<file path="src/logic/msim_pkg.sv">
/*
  Constants for the interrupt message register block: register offsets,
  field positions, reset values and event bit positions.
  Assumes a 12-bit configuration byte address on an APB slave port.
*/
package msim_pkg;

  localparam int unsigned ADDR_W = 12;

  // Register byte offsets
  localparam logic [11:0] OFF_MSG_CTRL    = 12'h0d0;
  localparam logic [11:0] OFF_TARGET_LOW  = 12'h0d4;
  localparam logic [11:0] OFF_TARGET_HIGH = 12'h0d8;
  localparam logic [11:0] OFF_PAYLOAD     = 12'h0dc;
  localparam logic [11:0] OFF_EVT_STATUS  = 12'h0e0;
  localparam logic [11:0] OFF_EVT_ENABLE  = 12'h0e4;
  localparam logic [11:0] OFF_EVT_CLEAR   = 12'h0e8;
  localparam logic [11:0] OFF_SSID_HDR    = 12'h0f0;

  // Field positions
  localparam int unsigned TGT_LO_LSB   = 2;
  localparam int unsigned PAYLOAD_W    = 16;
  localparam int unsigned CAP_ID_LSB   = 0;
  localparam int unsigned NXT_LINK_LSB = 8;
  localparam int unsigned MSG_EN_BIT   = 16;
  localparam int unsigned MSG_BUSY_BIT = 0;

  // Reset and fixed values
  localparam logic [29:0] TGT_LO_RST   = 30'h0;
  localparam logic [31:0] TGT_HI_RST   = 32'h0;
  localparam logic [15:0] PAYLOAD_RST  = 16'h0;
  localparam logic [7:0]  SSID_CAP_ID  = 8'h0d;
  localparam logic [7:0]  NXT_LINK_RST = 8'h00;
  localparam logic        MSG_EN_RST   = 1'b0;

  // Event bits of status, enable and clear registers
  localparam int unsigned EVT_W    = 2;
  localparam int unsigned EVT_SENT = 0;
  localparam int unsigned EVT_DROP = 1;

endpackage

</file>
<file path="src/logic/msim_cfg_if.sv">
/*
  Carrier between the register file and the message builder: the
  programmed target and payload going out, event pulses coming back.
  Assumes both ends run on the same clock.
*/
`timescale 1ns/10ps

interface msim_cfg_if;
  logic        enable;
  logic [31:0] target_low;
  logic [31:0] target_high;
  logic [15:0] payload;
  logic        busy;
  logic        ev_sent;
  logic        ev_drop;

  modport regs (output enable, target_low, target_high, payload,
                input  busy, ev_sent, ev_drop);
  modport msg  (input  enable, target_low, target_high, payload,
                output busy, ev_sent, ev_drop);
endinterface

</file>
<file path="src/logic/msim_evt.sv">
/*
  Event status block: sticky status bits, an enable mask and a
  write-one-to-clear port, combined into one level interrupt.
  Assumes event pulses and clear strobes are synchronous to pclk.
*/
`timescale 1ns/10ps

module msim_evt #(
  parameter int unsigned W = 2
) (
  input  wire logic         pclk,
  input  wire logic         presetn,
  input  wire logic [W-1:0] events,
  input  wire logic         clr_wr,
  input  wire logic         en_wr,
  input  wire logic [W-1:0] wdata,
  output logic      [W-1:0] status,
  output logic      [W-1:0] enable,
  output logic              irq
);

  logic [W-1:0] status_q;
  logic [W-1:0] enable_q;
  wire  [W-1:0] clr_mask = clr_wr ? wdata : {W{1'b0}};

  always_ff @(posedge pclk or negedge presetn) begin
    if (!presetn) begin
      status_q <= '0;
      enable_q <= '0;
    end else begin
      // New event beats a clear in the same cycle
      status_q <= (status_q & ~clr_mask) | events;
      if (en_wr) begin
        enable_q <= wdata;
      end
    end
  end

  assign status = status_q;
  assign enable = enable_q;
  assign irq    = |(status_q & enable_q);

endmodule

</file>
<file path="src/logic/msim_msg.sv">
/*
  Interrupt message builder: turns a request pulse into one memory
  write toward the upstream port, held until the link accepts it.
  Assumes the link side takes a write on mwr_valid and mwr_ready high.
*/
`timescale 1ns/10ps

module msim_msg
  import msim_pkg::*;
(
  input  wire logic        pclk,
  input  wire logic        presetn,
  msim_cfg_if.msg          cfg,
  input  wire logic        msg_req,
  input  wire logic        mwr_ready,
  output logic             mwr_valid,
  output logic [63:0]      mwr_addr,
  output logic             mwr_is64,
  output logic [31:0]      mwr_data
);

  logic        valid_q;
  logic [63:0] addr_q;
  logic        is64_q;
  logic [31:0] data_q;
  wire         accept  = msg_req && cfg.enable && !valid_q;
  wire         done    = valid_q && mwr_ready;
  wire         wide    = |cfg.target_high;
  wire  [63:0] addr_d  = wide ? {cfg.target_high, cfg.target_low}
                              : {32'h0000_0000, cfg.target_low};

  always_ff @(posedge pclk or negedge presetn) begin
    if (!presetn) begin
      valid_q <= 1'b0;
      addr_q  <= 64'h0;
      is64_q  <= 1'b0;
      data_q  <= 32'h0;
    end else begin
      if (accept) begin
        valid_q <= 1'b1;
        addr_q  <= addr_d;
        is64_q  <= wide;
        data_q  <= {16'h0000, cfg.payload};
      end else if (done) begin
        valid_q <= 1'b0;
      end
    end
  end

  // Busy or disabled requests are lost; software sees the drop event
  assign cfg.busy    = valid_q;
  assign cfg.ev_sent = done;
  assign cfg.ev_drop = msg_req && !accept;
  assign mwr_valid   = valid_q;
  assign mwr_addr    = addr_q;
  assign mwr_is64    = is64_q;
  assign mwr_data    = data_q;

endmodule

</file>
<file path="src/logic/msim_regs.sv">
/*
  Interrupt message register block of a switch port: message target,
  payload, message enable, event status and the subsystem identity
  capability header, reached over APB; builds the message write.
  Assumes a zero-wait APB master on pclk and a link side that takes a
  message write on mwr_valid and mwr_ready.
*/
`timescale 1ns/10ps

module msim_regs
  import msim_pkg::*;
(
  input  wire logic              pclk,
  input  wire logic              presetn,
  input  wire logic              psel,
  input  wire logic              penable,
  input  wire logic              pwrite,
  input  wire logic [ADDR_W-1:0] paddr,
  input  wire logic [31:0]       pwdata,
  output logic      [31:0]       prdata,
  output logic                   pready,
  output logic                   pslverr,
  input  wire logic              msg_req,
  input  wire logic              mwr_ready,
  output logic                   mwr_valid,
  output logic      [63:0]       mwr_addr,
  output logic                   mwr_is64,
  output logic      [31:0]       mwr_data,
  output logic                   mwr_to_upstream,
  output logic                   irq
);

  msim_cfg_if cfg_bus ();

  // Register storage
  logic [29:0]          target_low_q;
  logic [31:0]          target_high_q;
  logic [15:0]          payload_q;
  logic [7:0]           next_link_q;
  logic                 msg_en_q;

  // Event block outputs
  logic [EVT_W-1:0]     evt_status;
  logic [EVT_W-1:0]     evt_enable;

  function automatic logic hit(input logic [ADDR_W-1:0] a, input logic [11:0] off);
    hit = (a[ADDR_W-1:2] == off[ADDR_W-1:2]);
  endfunction

  // Address decode
  wire sel_ctrl   = hit(paddr, OFF_MSG_CTRL);
  wire sel_lo     = hit(paddr, OFF_TARGET_LOW);
  wire sel_hi     = hit(paddr, OFF_TARGET_HIGH);
  wire sel_pay    = hit(paddr, OFF_PAYLOAD);
  wire sel_stat   = hit(paddr, OFF_EVT_STATUS);
  wire sel_en     = hit(paddr, OFF_EVT_ENABLE);
  wire sel_clr    = hit(paddr, OFF_EVT_CLEAR);
  wire sel_ssid   = hit(paddr, OFF_SSID_HDR);
  wire mapped     = sel_ctrl | sel_lo | sel_hi | sel_pay | sel_stat | sel_en | sel_clr | sel_ssid;

  // Transfer qualifiers; the slave never inserts wait states
  wire access     = psel && penable;
  wire wr         = access && pwrite;
  wire rd         = access && !pwrite;
  wire wr_ctrl    = wr && sel_ctrl;
  wire wr_lo      = wr && sel_lo;
  wire wr_hi      = wr && sel_hi;
  wire wr_pay     = wr && sel_pay;
  wire wr_en      = wr && sel_en;
  wire wr_clr     = wr && sel_clr;
  wire wr_ssid    = wr && sel_ssid;

  // Read images; reserved positions are tied to zero
  wire [31:0] img_ctrl = {15'h0000, msg_en_q, 15'h0000, cfg_bus.busy};
  wire [31:0] img_lo   = {target_low_q, 2'b00};
  wire [31:0] img_hi   = target_high_q;
  wire [31:0] img_pay  = {16'h0000, payload_q};
  wire [31:0] img_stat = {{(32-EVT_W){1'b0}}, evt_status};
  wire [31:0] img_en   = {{(32-EVT_W){1'b0}}, evt_enable};
  wire [31:0] img_ssid = {16'h0000, next_link_q, SSID_CAP_ID};

  // Clear register is write-only and reads as zero
  wire [31:0] rd_mux =
      sel_ctrl ? img_ctrl :
      sel_lo   ? img_lo   :
      sel_hi   ? img_hi   :
      sel_pay  ? img_pay  :
      sel_stat ? img_stat :
      sel_en   ? img_en   :
      sel_ssid ? img_ssid : 32'h0000_0000;

  // Configuration storage, only documented fields take writes
  always_ff @(posedge pclk or negedge presetn) begin
    if (!presetn) begin
      target_low_q  <= TGT_LO_RST;
      target_high_q <= TGT_HI_RST;
      payload_q     <= PAYLOAD_RST;
      next_link_q   <= NXT_LINK_RST;
      msg_en_q      <= MSG_EN_RST;
    end else begin
      if (wr_lo) begin
        target_low_q <= pwdata[31:TGT_LO_LSB];
      end
      if (wr_hi) begin
        target_high_q <= pwdata;
      end
      if (wr_pay) begin
        payload_q <= pwdata[PAYLOAD_W-1:0];
      end
      if (wr_ssid) begin
        next_link_q <= pwdata[NXT_LINK_LSB +: 8];
      end
      if (wr_ctrl) begin
        msg_en_q <= pwdata[MSG_EN_BIT];
      end
    end
  end

  // Error is combinational so it lines up with the zero-wait pready
  assign pready  = 1'b1;
  assign pslverr = access && !mapped;
  assign prdata  = rd && mapped ? rd_mux : 32'h0000_0000;

  // Configuration handed to the message builder
  assign cfg_bus.enable      = msg_en_q;
  assign cfg_bus.target_low  = img_lo;
  assign cfg_bus.target_high = target_high_q;
  assign cfg_bus.payload     = payload_q;

  msim_msg u_msg (
    .pclk      (pclk),
    .presetn   (presetn),
    .cfg       (cfg_bus),
    .msg_req   (msg_req),
    .mwr_ready (mwr_ready),
    .mwr_valid (mwr_valid),
    .mwr_addr  (mwr_addr),
    .mwr_is64  (mwr_is64),
    .mwr_data  (mwr_data)
  );

  // Target routing is trusted; messages never go downstream
  assign mwr_to_upstream = 1'b1;

  wire [EVT_W-1:0] evt_pulses = {cfg_bus.ev_drop, cfg_bus.ev_sent};

  msim_evt #(
    .W (EVT_W)
  ) u_evt (
    .pclk    (pclk),
    .presetn (presetn),
    .events  (evt_pulses),
    .clr_wr  (wr_clr),
    .en_wr   (wr_en),
    .wdata   (pwdata[EVT_W-1:0]),
    .status  (evt_status),
    .enable  (evt_enable),
    .irq     (irq)
  );

endmodule

</file>
<file path="config.mk">
export PLATFORM = sky130hd
export DESIGN_NAME = msim_regs
export DESIGN_NICKNAME = d
export VERILOG_FILES = /design/src/logic/msim_pkg.sv /design/src/logic/msim_cfg_if.sv /design/src/logic/msim_evt.sv /design/src/logic/msim_msg.sv /design/src/logic/msim_regs.sv
export SDC_FILE = /design/constraint.sdc
export NUM_CORES = 1
export LEC_CHECK = 0
export CORE_UTILIZATION = 39
export CTS_BUF_LIST = sky130_fd_sc_hd__clkbuf_8 sky130_fd_sc_hd__clkbuf_16
export CTS_CLUSTER_SIZE = 28
export DETAILED_ROUTE_END_ITERATION = 10
export DONT_BUFFER_PORTS = 1
export PLACE_DENSITY_LB_ADDON = 0.25
export SLEW_MARGIN = 30
export SYNTH_ARGS = -nofsm -noshare
export SYNTH_HDL_FRONTEND = slang
export SYNTH_SLANG_ARGS = --single-unit
</file>
<file path="constraint.sdc">
create_clock -name pclk -period 3.2 [get_ports pclk]
set_clock_uncertainty 0.2 [all_clocks]
set_input_delay 0.48 -clock pclk [delete_from_list [all_inputs] [get_ports pclk]]
set_output_delay 0.48 -clock pclk [all_outputs]
set_load 0.01 [all_outputs]
</file>
==> impl_metrics.env <==
export IMPL_status="complete, but fails checks"
export IMPL_violations="negative hold slack"
export IMPL_area_growth_pct=17.0
export IMPL_grt_max_degree=172
export IMPL_vias=4837
export IMPL_fmax_mhz=341
export IMPL_cts_buffer_depth=2
export IMPL_postSynthAreaPerCell_um2=13.5
export IMPL_cts_tree="built"
export IMPL_grt_overflow=0
export IMPL_drv_slew=0
export IMPL_worstSetupEndpointType="primary output"
export IMPL_synth_top_area_frac=0.550
export IMPL_grt_pass1_wl_um=29700
export IMPL_antenna_found_initial=1
export IMPL_netlist_area_um2=7780
export IMPL_max_slew_worst_pin_slew_ns=0.582
export IMPL_drc=0
export IMPL_crit_path_start_kind="input pin"
export IMPL_cts_root_buf="clkbuf_16"
export IMPL_drive_gt1_frac=0.366
export IMPL_yosysSeqAreaShare=0.550
export IMPL_slew_limit_headroom=0.608
export IMPL_finalSetupTns_ns=0
export IMPL_postCtsResizedCells=0
export IMPL_finalSetupViolCount=0
export IMPL_ant_nets=0
export IMPL_regArea_um2=4280
export IMPL_synth_edf_count=0
export IMPL_clock_latency_ns=0.42
export IMPL_path_clk_slew_ns=0.07
export IMPL_max_cap_viol_count=0
export IMPL_cpMaxStageDelayCell="or4_4"
export IMPL_holdBufCountCts=34
export IMPL_multi_input_area_um2=3200
export IMPL_postLayoutCellArea_um2=9110
export IMPL_portBuffers=0
export IMPL_hpwl_um=12700
export IMPL_arrival_ns=2.25
export IMPL_cp_cell_sequence="or2_2, or2_1, or4_4, a2111oi_2, buf_4"
export IMPL_synth_cells=576
export IMPL_die_x_um=143
export IMPL_wl_um=19300
export IMPL_gp_congestion=0.841
export IMPL_ys_flop_type="dfrtp_1"
export IMPL_post_route_period_util=0.915
export IMPL_yosysTopAreaCell="dfrtp_1"
export IMPL_vdd_drop_max_mv=0.376
export IMPL_final_hold_viol_count=171
export IMPL_critical_path_max_stage_delay_ns=0.67
export IMPL_rows=51
export IMPL_critical_path_required_ns=2.52
export IMPL_synth_seq_cells=171
export IMPL_place_area_um2=8090
export IMPL_die_h_um=143
export IMPL_routed_via_density=5.36
export IMPL_postCtsSetupBuffers=0
export IMPL_layout_commonest_cell="dfrtp_1"
export IMPL_layout_nets=674
export IMPL_synthArstFlopShare=1.00
export IMPL_period_minus_slack_ns=2.93
export IMPL_nFillCells=1751
export IMPL_crit_type="in2out"
export IMPL_holdWs_ns=-0.452
export IMPL_initial_core_util=0.399
export IMPL_yosys_warnings=0
export IMPL_core_area_um2=19500
export IMPL_grt_pass1_vias=5207
export IMPL_cts_num_sinks=171
export IMPL_final_cell_mix="171 x dfrtp_1, 133 x mux2_2, 38 x dlygate4sd3_1"
export IMPL_synth_cell_type_count=53
export IMPL_hold_class="in2async"
export IMPL_track_usage=0.195
export IMPL_drtIter0Drc=239
export IMPL_cts_buffers=17
export IMPL_dieArea_um2=20500
export IMPL_drtPass1Iterations=4
export IMPL_yosys_top_cells_area="dfrtp_1 55%, mux2_2 19%, mux2_4 5.4%"
export IMPL_wl_per_cell_um=21.4
export IMPL_rsz0062_at_grt="false"
export IMPL_critPathMaxFanout=13
export IMPL_ios=185
export IMPL_powerDensity_nw_per_um2=492
export IMPL_leakagePower_nw=4.48
export IMPL_htreeDepth=4
cell usage after synthesis, types with 4 or more instances:
cell type,instances
a21o_1,4
a22o_1,5
inv_1,7
nor2_1,23
a22oi_1,15
buf_4,24
a2111oi_0,4
o21ai_0,21
a21oi_1,12
mux2_4,28
a2bb2oi_1,8
mux2_2,133
nand3_1,6
buf_6,8
a211oi_1,9
nor4_1,8
nand2_1,20
dfrtp_1,171
buf_2,7
clkbuf_1,10
buf_1,7
nor2b_1,4
stage by stage:
| stage | hold slack [ns] | instances | utilization | total power, W | setup slack, ns |
|---|---|---|---|---|---|
| after floorplan | -0.0156 | 594 | - | 0.00231 | 0.436 |
| final | -0.452 | 902 | 0.466 | 0.00448 | 0.272 |
| after global placement | -0.00923 | 831 | 0.415 | 0.00229 | 0.275 |
| after global routing | -0.472 | 901 | 0.466 | 0.00462 | 0.206 |
| after detailed placement | -0.00948 | 831 | 0.415 | 0.00229 | 0.266 |
| after CTS | -0.465 | 897 | 0.464 | 0.00453 | 0.262 |
area by class of cell:
class	instances	share of cell area
clock buffers	17	0.0467
well taps	265	0.0364
clock inverters	15	0.0224
inverters	7	0.00289
flip-flops and latches	171	0.470
multi-input cells	360	0.351
repair buffers	66	0.0703
diodes	1	0.000275
where the power goes:
group | total [W] | internal, W | switching, W | leakage, nW
logic | 0.000130 | 0.0000657 | 0.0000640 | 1.80
clock network | 0.00218 | 0.00120 | 0.000976 | 0.301
registers | 0.00217 | 0.00217 | 0.00000632 | 2.38
path summary, 6_finish.rpt:
check / start / endpoint / slack, ns / depth (start not counted)
max in group asynchronous: presetn / u_msg.mwr_data[7] / 2.96 / 0
setup reg to reg: u_msg.cfg.busy / u_msg.mwr_addr[30] / 1.19 / 4
hold / removal: presetn / u_msg.mwr_data[9] / -0.45 / 0
setup / recovery: paddr[9] / prdata[3] / 0.27 / 5
hold reg to reg: target_low_q[5] / target_low_q[5] / 0.31 / 1
min in group pclk: pwdata[14] / cfg_bus.target_high[14] / 0.01 / 1
worst max-delay path, delay by kind of cell:
family / cells / cell delay (ns)
and+or+nand+nor: 3 / 1.27
AOI/OAI and AO/OA: 1 / 0.32
buffers and inverters: 1 / 0.18
cell families after synthesis:
logic type,synth area share
muxes,0.253
and+or+nand+nor,0.0665
other,0.000965
AOI/OAI and AO/OA,0.0776
buffers and inverters,0.0508
xor gates and xnor gates,0.00113
DFF,0.550
registers in the layout, summed over array words and instances, names as in the netlist:
signal               cells
cfg_bus.payload         16
u_evt.status             2
u_msg.mwr_data          16
target_low_q            30
u_msg.cfg.busy           1
u_msg.mwr_addr          62
next_link_q              8
cfg_bus.target_high     32
u_evt.enable             2
cfg_bus.enable           1
u_msg.mwr_is64           1
routing by layer:
layer | vias to the layer above | routed length [µm] | GRT usage
met5 | - | 0 | 0
met2 | 174 | 9130 | 0.308
li1 | 2144 | - | -
met4 | 0 | 355 | 0.0694
met3 | 25 | 1460 | 0.0624
met1 | 2494 | 8400 | 0.251
Note: power is estimated with default switching activity, not from simulation.
